===== config.mk =====
export PLATFORM = sky130hd
export DESIGN_NAME = i2m_master
export DESIGN_NICKNAME = d
export VERILOG_FILES = /design/src/i2m_pkg.sv /design/src/i2m_master.sv /design/src/i2m_baud.sv
export SDC_FILE = /design/constraint.sdc
export NUM_CORES = 1
export LEC_CHECK = 0
export BUFFER_PORTS_ARGS = -buffer_cell sky130_fd_sc_hd__buf_2
export CORE_UTILIZATION = 39
export CTS_CLUSTER_DIAMETER = 150
export DETAILED_ROUTE_END_ITERATION = 6
export PLACE_DENSITY = 0.72
export SETUP_SLACK_MARGIN = 0.4
export SLEW_MARGIN = 30
export SYNTH_ARGS = -nofsm -noshare
export SYNTH_HDL_FRONTEND = slang
export SYNTH_SLANG_ARGS = --single-unit
export TNS_END_PERCENT = 20

===== constraint.sdc =====
create_clock -name clk -period 2.36 [get_ports clk]
set_input_delay 0.236 -clock clk [delete_from_list [all_inputs] [get_ports clk]]
set_output_delay 0.236 -clock clk [all_outputs]
set_load 0.01 [all_outputs]

===== src/i2m_pkg.sv =====
/*
 * Package for the I2C master start/transmit block: register offsets,
 * field positions, reset values, timing constants, state and bus types.
 * Assumes a 125 MHz system clock and an Avalon-MM slave with 32-bit data.
 */
package i2m_pkg;

   // Register byte addresses
   localparam logic [3:0] ADDR_CONTROL = 4'h0; // Control word
   localparam logic [3:0] ADDR_STATUS = 4'h4; // Status word
   localparam logic [3:0] ADDR_BAUD = 4'h8; // Baud reload value
   localparam logic [3:0] ADDR_TRANSMIT = 4'hC; // Transmit buffer

   // Control word fields
   localparam int CON_START_BIT = 0; // Start request bit
   localparam int CON_LOCK_BITS = 5; // Low bits frozen while busy
   localparam int CON_WIDTH = 16;

   // Status word fields
   localparam int STAT_FULL_BIT = 0; // Transmit full flag
   localparam int STAT_START_SEEN_BIT = 3; // Start seen
   localparam int STAT_STOP_SEEN_BIT = 4; // Stop seen
   localparam int STAT_COLL_BIT = 7; // Write collision flag
   localparam int STAT_TXBUSY_BIT = 14; // Transmit in progress
   localparam int STAT_ACK_BIT = 15; // Acknowledge status flag

   // Reset values
   localparam logic [15:0] CON_RESET = 16'h0000;
   localparam logic [15:0] BAUD_RESET = 16'h0002;
   localparam logic [7:0] TX_RESET = 8'hFF;

   // Timing: instruction cycle is two system clocks, baud count
   // decrements twice per instruction cycle, so once per clk.
   localparam int CLK_HZ = 125000000;
   localparam int TCY_NS = 16; // Instruction cycle time in ns
   localparam int TCY_CYCLES = (TCY_NS * CLK_HZ + 999999999) / 1000000000;
   localparam int DEC_PER_TCY = 2; // Baud decrements per instruction cycle
   localparam int BITS_PER_BYTE = 8;

   // Master sequencer states
   typedef enum logic [2:0] {
      ST_IDLE = 3'b000, // Waiting for software
      ST_START = 3'b001, // Data low, clock high
      ST_LOW = 3'b010, // Clock low phase of a bit
      ST_HIGH = 3'b011, // Clock high phase of a bit
      ST_HOLD = 3'b100 // Clock held low after Start
   } i2m_state_t;

   // Bus pin bundle (two signals per open-drain pin)
   typedef struct packed {
      logic scl_out; // Level driven when enabled
      logic scl_oe; // High while pulling clock
      logic sda_out;
      logic sda_oe;
   } i2m_pins_t;

endpackage : i2m_pkg


===== src/i2m_master.sv =====
/*
 * I2C master, single-master system: Start generation and byte transmit
 * with acknowledge capture, registers on Avalon-MM with waitrequest.
 * Assumes open-drain pads resolved outside; pins sampled synchronously.
 */
// Summary of operation
// - Bus clock equals clock over 2(reload+2).
// - Transmit write during Start is dropped, collision.
// - Start request bit 0 launches a Start.
// - Start seen sets bit 3, clears bit 4.
// - Start done clears request, raises interrupt.
// - After Start, data and clock held low.
// - Low five control bits frozen while busy.
// - Transmit write sets full flag, starts shifting.
// - Eight bits shifted, changed after clock falls.
// - Eighth fall clears full, releases data.
// - Ninth fall samples acknowledge into bit 15.
// - After ninth clock interrupt, then idle.
// - Byte sent verbatim, content not checked.
// - Write during shifting dropped; software clears collision.
// - Baud counter stops at zero, reloads on high clock.
// - Baud count decrements twice per instruction cycle.
`timescale 1ns/10ps
`default_nettype none
module i2m_master
   import i2m_pkg::*;
(
   // Clock and reset
   input wire logic clk,
   input wire logic nrst,
   // Avalon-MM slave
   input wire logic [3:0] address,
   input wire logic read,
   input wire logic write,
   input wire logic [31:0] writedata,
   input wire logic [3:0] byteenable,
   output logic [31:0] readdata,
   output logic waitrequest,
   // Bus clock pin
   input wire logic scl_in,
   output logic scl_out,
   output logic scl_oe,
   // Bus data pin
   input wire logic sda_in,
   output logic sda_out,
   output logic sda_oe,
   // Master event interrupt, one-cycle pulse
   output logic master_event_interrupt
);

   // Whole state of the block
   typedef struct packed {
      i2m_state_t state;
      logic [15:0] control_word; // Bit 0 is start request
      logic [15:0] baud_reload_value;
      logic [7:0] transmit_buffer;
      logic [7:0] shift; // Outgoing bits, MSB first
      logic [3:0] bit_cnt; // Clocks done in this byte
      logic ack_flag;
      logic txbusy_flag;
      logic coll_flag;
      logic stop_seen;
      logic start_seen;
      logic full_flag;
      logic scl_prev; // For bus monitor edges
      logic sda_prev;
      logic [31:0] rdata;
      logic ack_done; // Access answered this cycle
      logic irq;
      i2m_pins_t pins;
   } i2m_top_t;

   i2m_top_t cur;
   i2m_top_t next_cur;
   logic brg_load; // Restart the baud generator
   logic brg_tick; // One baud period elapsed
   logic busy; // Master logic active
   logic acc; // First cycle of an access, read data captured
   logic wr_acc; // Write takes effect as waitrequest drops
   logic [15:0] status_word;

   // Baud generator; the reload at each phase start gives
   // a half period of reload+2 clocks
   i2m_baud u_baud (
      .clk(clk),
      .nrst(nrst),
      .load(brg_load),
      .reload(cur.baud_reload_value),
      .timeout(brg_tick)
   );

   // Gathered status view
   always_comb begin
      status_word = 16'h0000;
      status_word[STAT_ACK_BIT] = cur.ack_flag;
      status_word[STAT_TXBUSY_BIT] = cur.txbusy_flag;
      status_word[STAT_COLL_BIT] = cur.coll_flag;
      status_word[STAT_STOP_SEEN_BIT] = cur.stop_seen;
      status_word[STAT_START_SEEN_BIT] = cur.start_seen;
      status_word[STAT_FULL_BIT] = cur.full_flag;
   end

   assign busy = (cur.state != ST_IDLE) && (cur.state != ST_HOLD);
   // One wait cycle per access keeps read data registered
   assign acc = (read || write) && !cur.ack_done;
   // Writes land only at the edge where the master sees waitrequest low
   assign wr_acc = write && cur.ack_done;

   // Next-state logic for bus slave, sequencer and monitor
   always_comb begin
      next_cur = cur;
      brg_load = 1'b0;
      next_cur.irq = 1'b0;
      next_cur.ack_done = acc;
      next_cur.scl_prev = scl_in;
      next_cur.sda_prev = sda_in;

      // Bus monitor: Start is data falling while clock high
      if (cur.scl_prev && scl_in && cur.sda_prev && !sda_in) begin
         next_cur.start_seen = 1'b1;
         next_cur.stop_seen = 1'b0;
      end else if (cur.scl_prev && scl_in && !cur.sda_prev && sda_in) begin
         next_cur.stop_seen = 1'b1;
         next_cur.start_seen = 1'b0;
      end

      // Register reads
      if (acc && read) begin
         case (address)
            ADDR_CONTROL: next_cur.rdata = {16'h0000, cur.control_word};
            ADDR_STATUS: next_cur.rdata = {16'h0000, status_word};
            ADDR_BAUD: next_cur.rdata = {16'h0000, cur.baud_reload_value};
            ADDR_TRANSMIT: next_cur.rdata = {24'h000000, cur.transmit_buffer};
            default: next_cur.rdata = 32'h00000000; // Unmapped reads zero
         endcase
      end

      // Register writes
      if (wr_acc) begin
         case (address)
            ADDR_CONTROL: begin
               if (byteenable[1]) begin
                  next_cur.control_word[15:8] = writedata[15:8];
               end
               if (byteenable[0]) begin
                  next_cur.control_word[7:CON_LOCK_BITS] =
                     writedata[7:CON_LOCK_BITS];
                  // Low bits only while idle; no queued events
                  if (!busy) begin
                     next_cur.control_word[CON_LOCK_BITS-1:0] =
                        writedata[CON_LOCK_BITS-1:0];
                  end
               end
            end
            ADDR_STATUS: begin
               // Only the collision flag is software clearable
               if (byteenable[0] && !writedata[STAT_COLL_BIT]) begin
                  next_cur.coll_flag = 1'b0;
               end
            end
            ADDR_BAUD: begin
               if (byteenable[0]) begin
                  next_cur.baud_reload_value[7:0] = writedata[7:0];
               end
               if (byteenable[1]) begin
                  next_cur.baud_reload_value[15:8] = writedata[15:8];
               end
            end
            ADDR_TRANSMIT: begin
               if (byteenable[0]) begin
                  if (busy || cur.control_word[CON_START_BIT]) begin
                     // Set placed after clear so it wins
                     next_cur.coll_flag = 1'b1;
                  end else begin
                     // Byte kept as written
                     next_cur.transmit_buffer = writedata[7:0];
                     next_cur.shift = writedata[7:0];
                     next_cur.full_flag = 1'b1;
                     next_cur.txbusy_flag = 1'b1;
                     next_cur.bit_cnt = 4'h0;
                     next_cur.state = ST_LOW;
                     brg_load = 1'b1;
                  end
               end
            end
            default: ; // Unmapped writes ignored
         endcase
      end

      // Master sequencer
      case (cur.state)
         ST_IDLE, ST_HOLD: begin
            // Start request from software
            if (next_cur.control_word[CON_START_BIT] &&
                  next_cur.state == cur.state) begin
               next_cur.pins.sda_oe = 1'b1; // Data low, clock free
               next_cur.pins.scl_oe = 1'b0;
               next_cur.state = ST_START;
               brg_load = 1'b1;
            end
         end
         ST_START: begin
            if (brg_tick) begin
               next_cur.pins.scl_oe = 1'b1;
               next_cur.control_word[CON_START_BIT] = 1'b0;
               next_cur.irq = 1'b1;
               next_cur.state = ST_HOLD;
            end
         end
         ST_LOW: begin
            // Data changes while clock is low
            if (cur.bit_cnt < 4'(BITS_PER_BYTE)) begin
               next_cur.pins.sda_oe = !cur.shift[7];
            end else begin
               next_cur.pins.sda_oe = 1'b0; // Released for answer
            end
            if (brg_tick) begin
               next_cur.pins.scl_oe = 1'b0;
               next_cur.state = ST_HIGH;
               // Counter stopped at zero; restart it for the high phase
               brg_load = 1'b1;
            end
         end
         ST_HIGH: begin
            // Baud count held while slave stretches
            if (!scl_in) begin
               brg_load = 1'b1;
            end else if (brg_tick) begin
               next_cur.pins.scl_oe = 1'b1; // Falling edge
               next_cur.shift = {cur.shift[6:0], 1'b0};
               next_cur.bit_cnt = cur.bit_cnt + 4'h1;
               next_cur.state = ST_LOW;
               brg_load = 1'b1;
               if (cur.bit_cnt == 4'(BITS_PER_BYTE - 1)) begin
                  next_cur.full_flag = 1'b0;
                  next_cur.pins.sda_oe = 1'b0;
               end else if (cur.bit_cnt == 4'(BITS_PER_BYTE)) begin
                  next_cur.ack_flag = sda_in;
                  next_cur.txbusy_flag = 1'b0;
                  next_cur.irq = 1'b1;
                  next_cur.state = ST_IDLE;
                  brg_load = 1'b0;
               end
            end
         end
         default: next_cur.state = ST_IDLE;
      endcase
   end

   // Baud generator reloads each cycle the clock is sampled low in the high phase; it counts from the first high sample
   // Register the whole state
   always_ff @(posedge clk or negedge nrst) begin
      if (!nrst) begin
         cur <= '0;
         cur.state <= ST_IDLE;
         cur.control_word <= CON_RESET;
         cur.baud_reload_value <= BAUD_RESET;
         cur.transmit_buffer <= TX_RESET;
         cur.scl_prev <= 1'b1;
         cur.sda_prev <= 1'b1;
         cur.stop_seen <= 1'b0;
      end else begin
         cur <= next_cur;
      end
   end

   // Outputs from flip-flops, except waitrequest, which is gated by read and write; pins only ever pull low
   assign readdata = cur.rdata;
   assign waitrequest = (read || write) && !cur.ack_done;
   assign scl_out = cur.pins.scl_out;
   assign scl_oe = cur.pins.scl_oe;
   assign sda_out = cur.pins.sda_out;
   assign sda_oe = cur.pins.sda_oe;
   assign master_event_interrupt = cur.irq;

endmodule : i2m_master
`default_nettype wire


===== src/i2m_baud.sv =====
/*
 * Baud rate generator: loads the reload value and counts down once per
 * clock (twice per instruction cycle) to zero, then stops.
 * Assumes the caller pulses load and watches the timeout pulse.
 */
`timescale 1ns/10ps
`default_nettype none
module i2m_baud
   import i2m_pkg::*;
(
   // Clock and reset
   input wire logic clk,
   input wire logic nrst,
   // Control
   input wire logic load,
   input wire logic [15:0] reload,
   // Status
   output logic timeout
);

   // Whole state of the counter
   typedef struct packed {
      logic [15:0] count; // Remaining decrements
      logic run; // Counting
      logic tick; // Zero reached this cycle
   } i2m_baud_t;

   i2m_baud_t cur;
   i2m_baud_t next_cur;

   // Count down, flag zero once, then stop until reloaded
   always_comb begin
      next_cur = cur;
      next_cur.tick = 1'b0;
      if (load) begin
         next_cur.count = reload;
         next_cur.run = 1'b1;
      end else if (cur.run) begin
         if (cur.count == 16'h0000) begin
            next_cur.run = 1'b0;
            next_cur.tick = 1'b1;
         end else begin
            next_cur.count = cur.count - 16'h0001;
         end
      end
   end

   // Register the state
   always_ff @(posedge clk or negedge nrst) begin
      if (!nrst) begin
         cur <= '0;
      end else begin
         cur <= next_cur;
      end
   end

   assign timeout = cur.tick;

endmodule : i2m_baud
`default_nettype wire


==> run_summary.xml <==
<?xml version="1.0" encoding="UTF-8"?>
<metrics>
  <group name="setup_path">
    <metric name="timing.critical_path.required" unit="ns">2.59</metric>
    <metric name="critical_path_class" unit="">reg -&gt; reg</metric>
    <metric name="critPathCaptureType" unit="">register</metric>
    <metric name="setup.worst_path.start_class" unit="">register</metric>
    <metric name="setup_slack_reg_to_reg" unit="ns">0.14</metric>
    <metric name="crit_path_max_fanout" unit="">3</metric>
    <metric name="crit_path_max_incr_delay" unit="ns">0.55</metric>
    <metric name="crit_path_cell_trace" unit="">or4b_4 &gt; nor2_4 &gt; or4b_4 &gt; mux2_2 &gt; mux2_4</metric>
    <metric name="cp.arrival" unit="ns">2.46</metric>
    <metric name="worst_path_max_delay_cell" unit="">or4b_4</metric>
    <metric name="crit_path_frequent_cell" unit="">or4b_4</metric>
  </group>
  <group name="clock_network">
    <metric name="clock_tree_from_tritoncts" unit="">built</metric>
    <metric name="tritoncts_buffers" unit="">9</metric>
    <metric name="clock_tree.root_cell" unit="">clkbuf_16</metric>
    <metric name="clk_latency" unit="ns">0.35</metric>
    <metric name="post_cts_clock_slew_at_the_launch_and_capture_registers_of_the_worst_setup_and_hold_paths" unit="ns">0.07</metric>
    <metric name="cts.path.max_buffers" unit="">2</metric>
    <metric name="cts_max_level" unit="">3</metric>
    <metric name="clock_sink_count" unit="">101</metric>
  </group>
  <group name="routing">
    <metric name="detail_route.wl_per_cell" unit="microns">16.38</metric>
    <metric name="detailedRoute.firstIterationViolations" unit="">209</metric>
    <metric name="antenna_violating_nets_post_route" unit="">0</metric>
    <metric name="met3_wirelength" unit="microns">390</metric>
    <metric name="num_vias" unit="">3688</metric>
    <metric name="dr.max_layer_used" unit="">met4</metric>
    <metric name="drtPass1Iterations" unit="">5</metric>
    <metric name="detail_route.drc_violations" unit="">0</metric>
    <metric name="dr_wl_met2" unit="microns">5651</metric>
    <metric name="via_per_inst" unit="">5.269</metric>
    <metric name="routedLengthMet1" unit="microns">5341</metric>
    <metric name="postRouteWirelength" unit="microns">11470</metric>
  </group>
  <group name="die">
    <metric name="die-height" unit="microns">116.2</metric>
    <metric name="std_cell_rows" unit="">41</metric>
    <metric name="floorplan.die_area" unit="sq um">13500</metric>
    <metric name="core" unit="sq um">12670</metric>
    <metric name="die-width" unit="microns">116.2</metric>
    <metric name="number_of_ports_placed_on_the_die_boundary" unit="">84</metric>
    <metric name="initial_core_util" unit="%">40.14</metric>
  </group>
  <group name="sta">
    <metric name="final_period_minus_worst_setup_slack" unit="ns">2.225</metric>
    <metric name="timing.final.max_slew_violations" unit="">0</metric>
    <metric name="timing.final.hold_violations" unit="">0</metric>
    <metric name="grt_setup_unrepaired" unit="">true</metric>
    <metric name="finalSetupViolations" unit="">0</metric>
    <metric name="tightest_slew" unit="ns">0.5955</metric>
    <metric name="layout_worst_path_cycle_share" unit="%">94.27</metric>
    <metric name="finalSetupTns" unit="ns">0</metric>
    <metric name="slew_headroom" unit="%">60.15</metric>
    <metric name="peak_freq" unit="GHz">0.4495</metric>
    <metric name="timing.clock.skew" unit="ns">0.009047</metric>
  </group>
  <group name="status">
    <metric name="outcome" unit="">completed</metric>
  </group>
  <group name="global_route">
    <metric name="first_global_vias" unit="">3586</metric>
    <metric name="wire_length_of_the_first_global_routing_pass" unit="microns">17950</metric>
    <metric name="grt_use_total" unit="%">17.40</metric>
    <metric name="global_route.overflow_total" unit="">0</metric>
    <metric name="pin_count_of_the_biggest_net_entering_global_routing" unit="">46</metric>
    <metric name="antenna_violations_before_repair" unit="">0</metric>
  </group>
  <group name="final_layout">
    <metric name="drive_above_1_share" unit="%">35.23</metric>
    <metric name="fill_cells" unit="">1160</metric>
    <metric name="syn2layout_area_growth" unit="%">16.63</metric>
    <metric name="finish.utilization" unit="%">46.82</metric>
    <metric name="num_antenna_cells" unit="">0</metric>
    <metric name="multi_input_gate_area" unit="sq um">2307</metric>
    <metric name="layout.nets" unit="">572</metric>
    <metric name="seqCellArea" unit="sq um">2541</metric>
  </group>
  <group name="synth">
    <metric name="mux_contribution_to_synthesized_area" unit="%">15.72</metric>
    <metric name="portion_of_the_post_synthesis_area_used_by_sequential_elements" unit="%">49.96</metric>
    <metric name="synth.distinct_cells" unit="">55</metric>
    <metric name="edff_count_synth" unit="">0</metric>
    <metric name="number_of_warnings_reported_in_the_yosys_synthesis_log" unit="">0</metric>
    <metric name="async_set_or_reset_flop_fraction_in_the_synthesized_netlist" unit="%">100.0</metric>
    <metric name="largest_family_of_logic_cells_by_synthesized_area" unit="">multiplexers</metric>
    <metric name="post_synth.cell_area_avg" unit="sq um">10.91</metric>
    <metric name="mappedNetlistArea" unit="sq um">5086</metric>
    <metric name="number_of_cells_produced_by_synthesis" unit="">466</metric>
    <metric name="synth-simple-area-share" unit="%">14.61</metric>
    <metric name="post_synthesis_compound_gate_area_fraction" unit="%">10.41</metric>
    <metric name="post_synth_fa_ha_maj_area_fraction" unit="%">0.7380</metric>
    <metric name="synth_xor_area_share" unit="%">1.033</metric>
    <metric name="synth.ff_latch_count" unit="">101</metric>
    <metric name="dominantRegCellSynth" unit="">dfrtp_1</metric>
  </group>
  <group name="placement">
    <metric name="detailedPlacementHpwl" unit="microns">7847</metric>
    <metric name="input_output_buffers" unit="">47</metric>
    <metric name="gp_congestion" unit="">0.9227</metric>
  </group>
  <group name="power">
    <metric name="design_power_total" unit="mW">5.322</metric>
    <metric name="power.density_cell_area" unit="nW/um^2">897.2</metric>
    <metric name="max-vdd-ir-drop" unit="mV">0.4584</metric>
    <metric name="power.leakage" unit="nW">2.800</metric>
  </group>
  <group name="worst_hold_path">
    <metric name="timing.hold.worst.class" unit="">in -&gt; reg</metric>
  </group>
  <group name="flow_run">
    <metric name="total_of_max_cap_violations" unit="">0</metric>
  </group>
</metrics>
-- cell type report --
cell class,count,area share [%]
tap,172,3.628
timing repair buffer,81,9.365
sequential,101,42.84
multi-input combinational,322,38.89
clock buffer,9,3.797
clock inverter,7,0.9703
inverter,8,0.5062
-- final timing paths --
kind / endpoint / depth (start not counted) / start
setup reg to reg: u_baud.cur[17] / 5 / u_baud.cur[2]
min in group asynchronous: u_baud.cur[10] / 2 / nrst
setup / recovery: u_baud.cur[17] / 5 / u_baud.cur[2]
hold reg to reg: readdata[10] / 2 / readdata[10]
hold / removal: cur[38] / 1 / sda_in
max in group asynchronous: cur[38] / 3 / nrst
-- registers in the layout (all words and copies together), names as in the netlist --
| name | flops |
|---|---|
| cur | 64 |
| u_baud.cur | 17 |
| readdata | 16 |
| master_event_interrupt | 1 |
| u_baud.timeout | 1 |
| sda_oe | 1 |
| scl_oe | 1 |
-- report_power, final --
group	internal (mW)	switching [mW]	total [mW]
registers	2.04	0.260	2.30
logic	0.842	0.784	1.63
clock network	0.727	0.665	1.39
total	3.61	1.71	5.32
-- through the flow --
stage               hold WS, ns  setup WS (ns)  std cells  instance area, sq um
floorplan              -0.05959         0.1842        483                  5167
finish                  0.01699         0.1352        700                  5932
global route            0.01304         0.1016        700                  5932
CTS                    0.009774         0.1725        694                  5819
detailed placement       0.1807        0.05862        669                  5444
global placement         0.1779         0.1468        669                  5444
-- worst max-delay path: cells and delay by family (launching register included) --
| family | cells | cell delay (ns) |
|---|---|---|
| flops | 1 | 0.41 |
| mux | 2 | 0.56 |
| simple gates | 3 | 1.14 |
-- cells in the mapped netlist, drive strengths merged, types with 3 or more instances --
cell type  number  area, sq um
dfrtp          90         2252
nand3           7        35.03
nor4            4        31.28
a22oi          19        142.6
nand4           4        25.02
dfstp          11        289.0
o21ai          29        145.1
inv             8        30.03
o31ai           3        22.52
xor2            4        35.03
or3             3        18.77
a22o            5        43.79
a31oi           5        31.28
nand3b          3        22.52
clkbuf         14        52.55
nand2          52        195.2
mux2i           9        93.84
mux2           57        660.6
nor3            8        40.04
nor3b           3        22.52
buf            38        296.5
a21oi          13        65.06
and3            3        18.77
nor2b          12        75.07
ha              3        37.54
nor2           32        138.9
-- timing repair --
action	in CTS	in global routing
gates resized for setup	4	11
setup endpoints to repair	22	27
hold buffers	1	0
buffers inserted	8	4
cloned	0	2
hold endpoints to repair	27	0
pin swaps	5	4
-- cells in the final DEF (no fill, tap or decap), types with 3 or more instances in the layout --
cell type  Yosys  final
nor2_1        30     30
a22o_1         5      5
clkbuf_16      0     11
nor2b_1       12     12
inv_1          8      6
buf_4         34     30
nor3_1         8      7
or3_1          3      3
nand2_1       52     52
a22oi_1       19     19
mux2_2        52     51
nor3b_1        3      3
o21ai_0       29     28
nand3_1        7      6
nand3b_1       3      3
mux2i_1        8      8
dfstp_2       11     11
conb_1         1     18
nand4_1        4      4
a31oi_1        5      5
mux2_4         5      6
a21oi_1       13     13
xor2_1         4      4
o31ai_1        3      3
dfrtp_1       90     90
buf_2          0     46
-- logic make-up after synthesis --
logic type,Yosys count
xor gates and xnor gates,6
and+or+nand+nor,144
DFF,101
AOI/OAI and AO/OA,83
buffers and inverters,60
muxes,68
adders and majority gates,3
other,1
-- per-layer routing --
layer	up-vias	track usage, %
li1	1721	-
met1	1863	22.67
met2	96	29.48
met3	8	3.736
met4	0	4.359
met5	-	0
(Power assumes the default switching activity.)
